--- src/common/rft_pkg.sv ---
// Constants and types shared by the frame timer unit
package rft_pkg;

	// Register map, byte offsets on the 8-bit register port
	localparam logic [7:0] ADDR_RX_MASK = 8'h0e;
	localparam logic [7:0] ADDR_NR_HIGH = 8'h0f;
	localparam logic [7:0] ADDR_NR_LOW  = 8'h10;
	localparam logic [7:0] ADDR_CTRL    = 8'h11;
	localparam logic [7:0] ADDR_GP_HIGH = 8'h12;
	localparam logic [7:0] ADDR_GP_LOW  = 8'h13;
	localparam logic [7:0] ADDR_STATUS  = 8'h18;

	// Default values
	localparam logic [7:0] RST_RX_MASK = 8'h08;
	localparam logic [7:0] RST_NR      = 8'h00;
	localparam logic [7:0] RST_CTRL    = 8'h00;
	localparam logic [7:0] RST_GP      = 8'h00;
	localparam logic [7:0] RST_ZERO    = 8'h00;

	// Control register fields
	localparam int         CTRL_STEP_BIT = 0;
	localparam int         CTRL_EMV_BIT  = 1;
	localparam int         CTRL_TRIG_LSB = 5;
	localparam logic [7:0] CTRL_WMASK    = 8'he3;

	// Status register fields
	localparam int STAT_MASK_BIT = 0;
	localparam int STAT_NR_BIT   = 1;
	localparam int STAT_GP_BIT   = 2;
	localparam int STAT_SQ_BIT   = 3;
	localparam int STAT_WAIT_BIT = 4;

	// Time steps in carrier periods
	localparam int STEP_MASK_FC     = 64;
	localparam int STEP_MASK_DIV    = 8;
	localparam int STEP_NR_FC       = 64;
	localparam int STEP_NR_LONG_FC  = 4096;
	localparam int STEP_GP_FC       = 8;
	localparam int MASK_MIN_STEPS   = 4;
	localparam int SQUELCH_DELAY_FC = MASK_MIN_STEPS * STEP_MASK_FC;

	// Step prescaler width and reload values
	localparam int         PRE_W       = 13;
	localparam logic [12:0] PRE_MASK   = 13'(STEP_MASK_FC - 1);
	localparam logic [12:0] PRE_MASK_P = 13'(STEP_MASK_FC * STEP_MASK_DIV - 1);
	localparam logic [12:0] PRE_NR     = 13'(STEP_NR_FC - 1);
	localparam logic [12:0] PRE_NR_L   = 13'(STEP_NR_LONG_FC - 1);
	localparam logic [12:0] PRE_GP     = 13'(STEP_GP_FC - 1);
	localparam logic [7:0]  MASK_MIN   = 8'(MASK_MIN_STEPS);
	localparam logic [8:0]  SQ_LAST    = 9'(SQUELCH_DELAY_FC - 1);

	// General purpose timer trigger codes
	localparam logic [2:0] TRIG_NONE       = 3'h0;
	localparam logic [2:0] TRIG_RX_END     = 3'h1;
	localparam logic [2:0] TRIG_RX_START   = 3'h2;
	localparam logic [2:0] TRIG_TX_END_NFC = 3'h3;

	// Timer slots
	localparam int T_MASK     = 0;
	localparam int T_NR       = 1;
	localparam int T_GP       = 2;
	localparam int NUM_TIMERS = 3;

	typedef enum logic [1:0] {
		RFT_NR_IDLE       = 2'b00,
		RFT_NR_WAIT_FIELD = 2'b01,
		RFT_NR_RUN        = 2'b10
	} rft_nr_state_type;

endpackage

--- src/hdl/rft_down_counter.sv ---
// Down counter with step prescaler on carrier ticks
`timescale 1ns/1ns
`default_nettype none
module rft_down_counter #(
	parameter int W     = 16,
	parameter int PRE_W = 13
) (
	input  wire logic             clk,
	input  wire logic             rst,
	input  wire logic             fc_tick,
	input  wire logic             load,
	input  wire logic             stop,
	input  wire logic [W-1:0]     value,
	input  wire logic [PRE_W-1:0] step_m1,
	output logic                  running,
	output logic                  expire
);

	logic [W-1:0]     count_q;
	logic [W-1:0]     count_d;
	logic [PRE_W-1:0] pre_q;
	logic [PRE_W-1:0] pre_d;
	logic             run_q;
	logic             run_d;
	logic             exp_q;
	logic             exp_d;
	logic [PRE_W-1:0] step_q;
	logic [PRE_W-1:0] step_d;

	////////////////////////////////////////////////////////////////////////
	always_comb begin
		count_d = count_q;
		pre_d   = pre_q;
		run_d   = run_q;
		exp_d   = 1'b0;
		step_d  = step_q;
		if (stop) begin
			run_d = 1'b0;
		end
		// Step rate latched at load so a mode change cannot stretch a step
		if (load && value != '0) begin
			count_d = value;
			pre_d   = step_m1;
			step_d  = step_m1;
			run_d   = 1'b1;
		end else if (run_q && !stop && fc_tick) begin
			if (pre_q == '0) begin
				pre_d = step_q;
				if (count_q == W'(1)) begin
					count_d = '0;
					run_d   = 1'b0;
					exp_d   = 1'b1;
				end else begin
					count_d = count_q - W'(1);
				end
			end else begin
				pre_d = pre_q - PRE_W'(1);
			end
		end
	end

	always_ff @(posedge clk) begin
		if (rst) begin
			count_q <= '0;
			pre_q   <= '0;
			step_q  <= '0;
			run_q   <= 1'b0;
			exp_q   <= 1'b0;
		end else begin
			count_q <= count_d;
			pre_q   <= pre_d;
			step_q  <= step_d;
			run_q   <= run_d;
			exp_q   <= exp_d;
		end
	end

	assign running = run_q;
	assign expire  = exp_q;

endmodule
`default_nettype wire

--- src/hdl/rft_timers.sv ---
// Mask receive, no-response and general purpose frame timers
//
// What this block does
// (RL1) Receiver output is masked for a while after end of transmission.
// (RL2) Mask time is rx_mask_count times 64 carrier periods.
// (RL3) Counts zero to four give the minimum mask of four steps.
// (RL4) In bit rate detection mode one mask step is 512 periods.
// (RL5) For type A at 106 kbit/s the count means half FDT steps.
// (RL6) All registers take defaults at reset and on Set Default.
// (RL7) No-response timeout is 16 bits over two registers, step 64 periods.
// (RL8) noresp_step_sel picks 64 or 4096 carrier periods per step.
// (RL9) No-response timer runs from end of Tx, interrupts on expiry.
// (RL10) In NFC mode the timer starts only with an external field; the Start No-Response command starts it without one.
// (RL11) In active peer mode it starts when the transmitter turns off.
// (RL12) An all-zero no-response value never starts the timer.
// (RL13) Start No-Response command resets and restarts the timer.
// (RL14) noresp_emv_sel switches the no-response timer to EMV mode.
// (RL15) Trigger code zero: general timer starts only by command.
// (RL16) Code 001 starts at end of Rx, 010 at start of Rx.
// (RL17) Code 011 starts at end of Tx in NFC; expiry drops the field.
// (RL18) Auto squelch runs from 18.88 us after Tx to mask expiry.
// (RL19) General timer counts 16 bits in steps of 8 periods.
// (RL20) General timer expiry interrupt can be masked.
// (RL21) Trigger codes 100 to 111 act as 000; reserved bits read zero.
// (RL22) Timers reload on trigger, count down, expire once at zero.
//
// Local design decision: strobed register access.
`timescale 1ns/1ns
`default_nettype none
module rft_timers #(
	parameter int NR_W = 16,
	parameter int GP_W = 16
) (
	input  wire logic       clk,
	input  wire logic       rst,
	input  wire logic [7:0] addr,
	input  wire logic [7:0] wr_data,
	input  wire logic       wr_en,
	input  wire logic       rd_en,
	output logic      [7:0] rd_data,
	input  wire logic       fc_tick,
	input  wire logic       cmd_set_default,
	input  wire logic       cmd_start_noresp,
	input  wire logic       cmd_start_gp,
	input  wire logic       tx_end,
	input  wire logic       tx_off,
	input  wire logic       rx_start,
	input  wire logic       rx_end,
	input  wire logic       ext_field,
	input  wire logic       mode_nfc,
	input  wire logic       mode_p2p_active,
	input  wire logic       mode_bitrate_detect,
	input  wire logic       squelch_auto_en,
	input  wire logic       gp_irq_mask,
	output logic            rx_mask,
	output logic            squelch_on,
	output logic            noresp_irq,
	output logic            gp_irq,
	output logic            field_off
);

	////////////////////////////////////////////////////////////////////////
	// Register file

	logic [7:0] rx_mask_time_q;
	logic [7:0] rx_mask_time_d;
	logic [7:0] nr_high_q;
	logic [7:0] nr_high_d;
	logic [7:0] nr_low_q;
	logic [7:0] nr_low_d;
	logic [7:0] ctrl_q;
	logic [7:0] ctrl_d;
	logic [7:0] gp_high_q;
	logic [7:0] gp_high_d;
	logic [7:0] gp_low_q;
	logic [7:0] gp_low_d;
	logic [7:0] rd_data_q;
	logic [7:0] rd_data_d;
	logic [7:0] status;

	logic [NR_W-1:0] nr_value;
	logic [GP_W-1:0] gp_value;
	logic [2:0]      trig_sel;
	logic            nr_step_long;
	logic            nr_emv;

	// (RL7) High byte over low byte
	assign nr_value     = NR_W'({nr_high_q, nr_low_q});
	// (RL19) Sixteen bit general timeout
	assign gp_value     = GP_W'({gp_high_q, gp_low_q});
	assign trig_sel     = ctrl_q[rft_pkg::CTRL_TRIG_LSB +: 3];
	assign nr_step_long = ctrl_q[rft_pkg::CTRL_STEP_BIT];
	assign nr_emv       = ctrl_q[rft_pkg::CTRL_EMV_BIT];

	always_comb begin
		rx_mask_time_d = rx_mask_time_q;
		nr_high_d      = nr_high_q;
		nr_low_d       = nr_low_q;
		ctrl_d         = ctrl_q;
		gp_high_d      = gp_high_q;
		gp_low_d       = gp_low_q;
		// (RL6) Set Default wins over a write
		if (cmd_set_default) begin
			rx_mask_time_d = rft_pkg::RST_RX_MASK;
			nr_high_d      = rft_pkg::RST_NR;
			nr_low_d       = rft_pkg::RST_NR;
			ctrl_d         = rft_pkg::RST_CTRL;
			gp_high_d      = rft_pkg::RST_GP;
			gp_low_d       = rft_pkg::RST_GP;
		end else if (wr_en) begin
			case (addr)
				rft_pkg::ADDR_RX_MASK: rx_mask_time_d = wr_data;
				rft_pkg::ADDR_NR_HIGH: nr_high_d      = wr_data;
				rft_pkg::ADDR_NR_LOW:  nr_low_d       = wr_data;
				// (RL21) Reserved bits dropped
				rft_pkg::ADDR_CTRL:
					ctrl_d = wr_data & rft_pkg::CTRL_WMASK;
				rft_pkg::ADDR_GP_HIGH: gp_high_d      = wr_data;
				rft_pkg::ADDR_GP_LOW:  gp_low_d       = wr_data;
				default:               ctrl_d         = ctrl_q;
			endcase
		end
	end

	// Unmapped reads return zero rather than hold the bus
	always_comb begin
		rd_data_d = rft_pkg::RST_ZERO;
		if (rd_en) begin
			case (addr)
				rft_pkg::ADDR_RX_MASK: rd_data_d = rx_mask_time_q;
				rft_pkg::ADDR_NR_HIGH: rd_data_d = nr_high_q;
				rft_pkg::ADDR_NR_LOW:  rd_data_d = nr_low_q;
				rft_pkg::ADDR_CTRL:    rd_data_d = ctrl_q;
				rft_pkg::ADDR_GP_HIGH: rd_data_d = gp_high_q;
				rft_pkg::ADDR_GP_LOW:  rd_data_d = gp_low_q;
				rft_pkg::ADDR_STATUS:  rd_data_d = status;
				default:               rd_data_d = rft_pkg::RST_ZERO;
			endcase
		end
	end

	always_ff @(posedge clk) begin
		// (RL6) Power-up defaults
		if (rst) begin
			rx_mask_time_q <= rft_pkg::RST_RX_MASK;
			nr_high_q      <= rft_pkg::RST_NR;
			nr_low_q       <= rft_pkg::RST_NR;
			ctrl_q         <= rft_pkg::RST_CTRL;
			gp_high_q      <= rft_pkg::RST_GP;
			gp_low_q       <= rft_pkg::RST_GP;
			rd_data_q      <= rft_pkg::RST_ZERO;
		end else begin
			rx_mask_time_q <= rx_mask_time_d;
			nr_high_q      <= nr_high_d;
			nr_low_q       <= nr_low_d;
			ctrl_q         <= ctrl_d;
			gp_high_q      <= gp_high_d;
			gp_low_q       <= gp_low_d;
			rd_data_q      <= rd_data_d;
		end
	end

	////////////////////////////////////////////////////////////////////////
	// Timer slots

	logic [15:0]              load_val  [rft_pkg::NUM_TIMERS];
	logic [rft_pkg::PRE_W-1:0] step_m1  [rft_pkg::NUM_TIMERS];
	logic [rft_pkg::NUM_TIMERS-1:0] load_v;
	logic [rft_pkg::NUM_TIMERS-1:0] stop_v;
	logic [rft_pkg::NUM_TIMERS-1:0] run_v;
	logic [rft_pkg::NUM_TIMERS-1:0] exp_v;
	logic [7:0]               mask_count;

	// (RL22) One shared down counter shape for all three timers
	genvar gi;
	generate
		for (gi = 0; gi < rft_pkg::NUM_TIMERS; gi++) begin : g_tmr
			rft_down_counter #(
				.W     (16),
				.PRE_W (rft_pkg::PRE_W)
			) u_cnt (
				.clk     (clk),
				.rst     (rst),
				.fc_tick (fc_tick),
				.load    (load_v[gi]),
				.stop    (stop_v[gi]),
				.value   (load_val[gi]),
				.step_m1 (step_m1[gi]),
				.running (run_v[gi]),
				.expire  (exp_v[gi])
			);
		end
	endgenerate

	////////////////////////////////////////////////////////////////////////
	// Mask receive timer

	// (RL3) Floor at four steps
	assign mask_count = (rx_mask_time_q < rft_pkg::MASK_MIN) ?
		rft_pkg::MASK_MIN : rx_mask_time_q;

	// (RL1) Starts at every end of transmission
	assign load_v[rft_pkg::T_MASK]   = tx_end;
	assign stop_v[rft_pkg::T_MASK]   = 1'b0;
	// (RL5) Half FDT steps equal 64 periods, so no extra scaling
	assign load_val[rft_pkg::T_MASK] = {8'h00, mask_count};
	// (RL2) (RL4) Step of 64, or 512 in bit rate detection
	assign step_m1[rft_pkg::T_MASK]  = mode_bitrate_detect ?
		rft_pkg::PRE_MASK_P : rft_pkg::PRE_MASK;
	assign rx_mask = run_v[rft_pkg::T_MASK];

	////////////////////////////////////////////////////////////////////////
	// Squelch window

	logic [8:0] sq_cnt_q;
	logic [8:0] sq_cnt_d;
	logic       sq_done_q;
	logic       sq_done_d;
	logic       sq_on_q;
	logic       sq_on_d;

	// Delay counted in carrier ticks, independent of the mask step size
	always_comb begin
		sq_cnt_d  = sq_cnt_q;
		sq_done_d = sq_done_q;
		if (tx_end) begin
			sq_cnt_d  = '0;
			sq_done_d = 1'b0;
		end else if (run_v[rft_pkg::T_MASK] && !sq_done_q && fc_tick) begin
			if (sq_cnt_q == rft_pkg::SQ_LAST) begin
				sq_done_d = 1'b1;
			end else begin
				sq_cnt_d = sq_cnt_q + 9'h001;
			end
		end
		// (RL18) On after delay, off at mask expiry
		// Registered done flag: a minimum mask of 64-period steps ends before squelch starts
		sq_on_d = squelch_auto_en && sq_done_q && run_v[rft_pkg::T_MASK]
			&& !exp_v[rft_pkg::T_MASK] && !tx_end;
	end

	always_ff @(posedge clk) begin
		if (rst) begin
			sq_cnt_q  <= 9'h000;
			sq_done_q <= 1'b0;
			sq_on_q   <= 1'b0;
		end else begin
			sq_cnt_q  <= sq_cnt_d;
			sq_done_q <= sq_done_d;
			sq_on_q   <= sq_on_d;
		end
	end

	assign squelch_on = sq_on_q;

	////////////////////////////////////////////////////////////////////////
	// No-response timer control

	rft_pkg::rft_nr_state_type nr_state_q;
	rft_pkg::rft_nr_state_type nr_state_d;
	logic nr_auto;
	logic nr_load;
	logic nr_stop;
	logic nr_irq_q;
	logic nr_irq_d;

	// (RL9) (RL11) End of Tx, or transmitter off in active peer mode
	assign nr_auto = mode_p2p_active ? tx_off : tx_end;

	always_comb begin
		nr_state_d = nr_state_q;
		nr_load    = 1'b0;
		nr_stop    = 1'b0;
		// (RL12) Zero value never arms or starts
		if (nr_value == '0) begin
			if (cmd_start_noresp || nr_auto) begin
				nr_stop    = 1'b1;
				nr_state_d = rft_pkg::RFT_NR_IDLE;
			end
		// (RL13) Command restarts at once
		end else if (cmd_start_noresp) begin
			nr_load    = 1'b1;
			nr_state_d = rft_pkg::RFT_NR_RUN;
		// (RL10) NFC mode waits for an external field
		end else if (nr_auto && mode_nfc && !ext_field) begin
			nr_stop    = 1'b1;
			nr_state_d = rft_pkg::RFT_NR_WAIT_FIELD;
		end else if (nr_auto) begin
			nr_load    = 1'b1;
			nr_state_d = rft_pkg::RFT_NR_RUN;
		end else begin
			case (nr_state_q)
				rft_pkg::RFT_NR_IDLE: begin
					nr_state_d = rft_pkg::RFT_NR_IDLE;
				end
				rft_pkg::RFT_NR_WAIT_FIELD: begin
					if (ext_field) begin
						nr_load    = 1'b1;
						nr_state_d = rft_pkg::RFT_NR_RUN;
					end
				end
				rft_pkg::RFT_NR_RUN: begin
					if (exp_v[rft_pkg::T_NR]) begin
						nr_state_d = rft_pkg::RFT_NR_IDLE;
					// (RL14) EMV mode keeps running through a response
					end else if (rx_start && !nr_emv) begin
						nr_stop    = 1'b1;
						nr_state_d = rft_pkg::RFT_NR_IDLE;
					end
				end
				default: begin
					nr_state_d = rft_pkg::RFT_NR_IDLE;
				end
			endcase
		end
		// (RL9) Expiry without response
		nr_irq_d = exp_v[rft_pkg::T_NR];
	end

	always_ff @(posedge clk) begin
		if (rst) begin
			nr_state_q <= rft_pkg::RFT_NR_IDLE;
			nr_irq_q   <= 1'b0;
		end else begin
			nr_state_q <= nr_state_d;
			nr_irq_q   <= nr_irq_d;
		end
	end

	assign load_v[rft_pkg::T_NR]   = nr_load;
	assign stop_v[rft_pkg::T_NR]   = nr_stop;
	assign load_val[rft_pkg::T_NR] = 16'(nr_value);
	// (RL8) Step select
	assign step_m1[rft_pkg::T_NR]  = nr_step_long ?
		rft_pkg::PRE_NR_L : rft_pkg::PRE_NR;
	assign noresp_irq = nr_irq_q;

	////////////////////////////////////////////////////////////////////////
	// General purpose timer

	logic gp_trig;
	logic gp_fo_arm_q;
	logic gp_fo_arm_d;
	logic gp_irq_q;
	logic gp_irq_d;
	logic field_off_q;
	logic field_off_d;

	always_comb begin
		case (trig_sel)
			// (RL16) Rx edges
			rft_pkg::TRIG_RX_END:     gp_trig = rx_end;
			rft_pkg::TRIG_RX_START:   gp_trig = rx_start;
			// (RL17) End of Tx in NFC mode
			rft_pkg::TRIG_TX_END_NFC: gp_trig = tx_end && mode_nfc;
			// (RL15) (RL21) None, and unused codes
			default:                  gp_trig = 1'b0;
		endcase
		gp_fo_arm_d = gp_fo_arm_q;
		if (cmd_start_gp || gp_trig) begin
			gp_fo_arm_d = !cmd_start_gp &&
				trig_sel == rft_pkg::TRIG_TX_END_NFC;
		end else if (exp_v[rft_pkg::T_GP]) begin
			gp_fo_arm_d = 1'b0;
		end
		// (RL20) Mask gates the interrupt only
		gp_irq_d    = exp_v[rft_pkg::T_GP] && !gp_irq_mask;
		// (RL17) Field off at expiry
		field_off_d = exp_v[rft_pkg::T_GP] && gp_fo_arm_q;
	end

	always_ff @(posedge clk) begin
		if (rst) begin
			gp_fo_arm_q <= 1'b0;
			gp_irq_q    <= 1'b0;
			field_off_q <= 1'b0;
		end else begin
			gp_fo_arm_q <= gp_fo_arm_d;
			gp_irq_q    <= gp_irq_d;
			field_off_q <= field_off_d;
		end
	end

	assign load_v[rft_pkg::T_GP]   = cmd_start_gp || gp_trig;
	assign stop_v[rft_pkg::T_GP]   = 1'b0;
	assign load_val[rft_pkg::T_GP] = 16'(gp_value);
	// (RL19) Eight period step
	assign step_m1[rft_pkg::T_GP]  = rft_pkg::PRE_GP;
	assign gp_irq    = gp_irq_q;
	assign field_off = field_off_q;

	////////////////////////////////////////////////////////////////////////
	// Status

	always_comb begin
		status = rft_pkg::RST_ZERO;
		status[rft_pkg::STAT_MASK_BIT] = run_v[rft_pkg::T_MASK];
		status[rft_pkg::STAT_NR_BIT]   = run_v[rft_pkg::T_NR];
		status[rft_pkg::STAT_GP_BIT]   = run_v[rft_pkg::T_GP];
		status[rft_pkg::STAT_SQ_BIT]   = sq_on_q;
		status[rft_pkg::STAT_WAIT_BIT] =
			nr_state_q == rft_pkg::RFT_NR_WAIT_FIELD;
	end

	assign rd_data = rd_data_q;

endmodule
`default_nettype wire

--- config.mk ---
export PLATFORM = sky130hd
export DESIGN_NAME = rft_timers
export DESIGN_NICKNAME = d
export VERILOG_FILES = /design/src/common/rft_pkg.sv /design/src/hdl/rft_down_counter.sv /design/src/hdl/rft_timers.sv
export SDC_FILE = /design/constraint.sdc
export NUM_CORES = 1
export LEC_CHECK = 0
export ABC_AREA = 0
export BUFFER_PORTS_ARGS = -buffer_cell sky130_fd_sc_hd__buf_2
export CAP_MARGIN = 0
export CORE_MARGIN = 8
export CORE_UTILIZATION = 50
export CTS_CLUSTER_DIAMETER = 30
export DETAILED_ROUTE_END_ITERATION = 8
export PLACE_DENSITY = 0.67
export SLEW_MARGIN = 10
export SYNTH_ARGS = -nofsm -noshare
export SYNTH_HDL_FRONTEND = slang
export SYNTH_HIERARCHICAL = 1
export SYNTH_SLANG_ARGS = --single-unit
--- constraint.sdc ---
create_clock -name clk -period 3.15 [get_ports clk]
set_input_delay 0.63 -clock clk [delete_from_list [all_inputs] [get_ports clk]]
set_output_delay 0.63 -clock clk [all_outputs]
set_load 0.01 [all_outputs]
==> run metrics <==
DRC 0; Clock Sinks 202; total track usage 0.2214; Slew headroom 0.3169; Layout Cells excl Fill 1,758; DRT Pass-1 Iters 5; CTS tree yes; CTS root buf clkbuf_16; HP Start cmd_start_gp; Final Hold Vio Count 0; dpl cells 1,666; post-CTS setup repair buffer count 0; Area growth syn-to-layout 22.75%; Post-synth EDFFs 0; total of max-cap violations 0; cell taking the most area after synthesis dfxtp_1; first-pass GRT wire length 49,020 um; crit path DAT 3.21 ns; clk slew on worst S/H paths 0.05 ns; worst vdd ir 0.0005007 V; PwrDens 615.7 nW/um^2; Clk pwr share 0.632; TritonCTS buffer count 49; minimum setup slack among reg-to-reg paths 0.38 ns; Most used DFF post-synth dfxtp_1; initial antenna violation count 2; Final Skew 0.02912 ns; Worst Setup Start Kind register; Initial Utilization 0.5055; FF-to-FF path depth 9; post-CTS resize count 0; share of layout cells above drive strength 1 0.1617; Seq pwr share 0.320; largest net degree at the start of global routing 68; total number of vias 10,248; TNS Setup 0 ns; grt ovf 0; hold buffers post-CTS 0; Die Ht 164.1 um; Switch Pwr 1.895 mW; n_diodes 0; fin crit share 0.8806; Pins Over Slew Limit 0; Final HPWL DP 20,720 um; Synth area leaders dfxtp_1 (37%), nand2_1 (5.0%), nor2_1 (4.8%); hold path depth 2; Final Critical Period 2.774 ns; GPL Wtd Cong 0.8692; vias per inst 5.829; Initial DRC Count 745; reg-to-reg startpoint rx_mask_time_q[3]; ys async rst share 0; Final setup viols 0; Internal 6.390 mW; RSZ-0062 raised after global routing false; Core Area 21,690 um^2; vias in the first global route 9,591; Lkg Pwr 5.231 nW; sequential fraction of the synthesis area 0.3689; WL/cell 17.14 um; cell area after synthesis 10,960 um^2; Netlist cell types 73; critical path class register to register; Die Width 164.1 um; Yosys top cell area share 0.3689; io pins 47; Worst Hold Class input pin to register; Switching Fraction 0.2288; status complete, no violations; Least-Margin Pin Slew 1.025 ns; gate count after technology mapping 1,325; Syn. warnings 6; clk_lat worst skew 0.54 ns; CP required 3.58 ns; DIE AREA 26,920 um^2; Routed WL 30,130 um; Worst Hold End gp_fo_arm_q; num rows 54; r2r endpoint g_tmr[0].u_cnt/pre_q[5]; CP max FO 28; ANT nets after route 0; final hold slack 0.2622 ns; Max Clock Freq 0.3605 GHz; nets 1,485; Gate power share 0.048; Critical Path End Type register; Longest Clk Path Bufs 3; Mean Syn Cell Area 8.274 um^2; IO Port Bufs 46; Synth Register Bits 202; H-tree depth 2
==> kinds of logic (layout without fill, tap and decap cells) <==
family,after synthesis,count (layout),share of synthesized area
other cells,2,71,0.0006850
buf+inv,107,191,0.04223
compound gates,334,334,0.2032
simple gates,614,614,0.3173
xor+xnor,19,19,0.01518
fa+ha+maj,14,14,0.01598
mux,33,33,0.03664
flops,202,202,0.3689
==> per-stage QoR <==
stage	utilization	total power, mW	cell area (um^2)	worst slack [ns]
global placement	0.5403	3.085	11720	0.2383
finish	0.6205	8.285	13460	0.3760
global route	0.6205	8.550	13460	0.1991
detailed placement	0.5403	3.089	11720	0.2240
CTS	0.6205	8.351	13460	0.3831
floorplan	-	2.976	11220	0.3356
==> state kept, by name, summed over array words and instances, names as in the netlist, 9 cells and up <==
signal               count
g_tmr.u_cnt/count_q     48
g_tmr.u_cnt/pre_q       39
g_tmr.u_cnt/step_q      39
sq_cnt_q                 9
==> critical path, stage by stage, from the launching register on <==
cell and delay (ns):
dfxtp_1 0.34, nor4_1 0.29, nand2_1 0.12, and2_1 0.19
or4_1 0.61, o41a_1 0.40, buf_4 0.24, nor2_1 0.23
o211ai_1 0.13, o32ai_1 0.11
==> layout by cell type, fill, tap and decap left out, drive strengths merged, types with 5 or more instances in the layout <==
cell type / instances
a22oi: 6
conb: 71
a311oi: 18
nor2: 141
nand2b: 5
a21o: 6
a31oi: 9
or4: 36
nand4: 21
nand3b: 22
or3: 12
mux4: 5
and2: 7
nor4: 48
and3: 8
xor2: 15
o21ai: 78
clkinv: 14
bufinv: 7
o21a: 7
inv: 27
nor3: 63
or4b: 8
a211oi: 48
mux2i: 21
or3b: 8
nand3: 66
o2111ai: 6
ha: 14
o41ai: 9
mux2: 7
dfxtp: 202
nor2b: 7
clkbuf: 61
o31a: 6
a21oi: 101
nand2: 145
buf: 78
o211ai: 9
==> synthesized netlist by cell type (18+ instances only) <==
cell      instances
a211oi_1         48
a21oi_1         101
a311oi_1         18
buf_2            28
clkbuf_1         50
dfxtp_1         202
inv_1            21
mux2i_1          21
nand2_1         145
nand3_1          66
nand3b_1         22
nand4_1          18
nor2_1          141
nor3_1           56
nor4_1           32
o21ai_0          66
or4_1            27
==> final cells by class <==
cell class / count / area [um^2]
clock inverters: 31 / 374.1
well taps: 280 / 350.3
flip-flops and latches: 202 / 4044
repair buffers: 78 / 523.0
multi-input cells: 1085 / 6723
inverters: 21 / 78.83
fillers: 1893 / 8232
clock buffers: 61 / 1364
==> how the worst max path moves through the flow <==
stage / startpoint / to / slack [ns] / cells after the start
2_1_floorplan: mode_p2p_active / g_tmr[1].u_cnt/count_q[8] / 0.34 / 10
3_3_place_gp: mode_p2p_active / g_tmr[1].u_cnt/count_q[14] / 0.24 / 10
3_5_place_dp: mode_p2p_active / g_tmr[1].u_cnt/count_q[12] / 0.22 / 10
4_1_cts: rx_mask_time_q[3] / g_tmr[0].u_cnt/pre_q[5] / 0.38 / 9
5_1_grt: nr_high_q[3] / g_tmr[1].u_cnt/count_q[6] / 0.20 / 9
6_report: rx_mask_time_q[3] / g_tmr[0].u_cnt/pre_q[5] / 0.38 / 9
==> power groups by stage <==
stage / clock [mW] / sequential (mW) / combinational, mW
after floorplan: 0 / 2.68 / 0.294
after global placement: 0 / 2.69 / 0.393
after global routing: 5.46 / 2.65 / 0.443
final: 5.24 / 2.65 / 0.401
after detailed placement: 0 / 2.69 / 0.396
after CTS: 5.31 / 2.65 / 0.398
==> per-layer routing <==
layer	routed length (um)	GRT usage	part of all wire	vias up
li1	-	-	-	5119
met1	13690	0.2876	0.45	4769
met2	13690	0.3541	0.45	272
met3	1823	0.04336	0.061	84
met4	899	0.09132	0.030	4
met5	22	0	0.00073	-
Note: power is estimated with default switching activity, not from simulation.
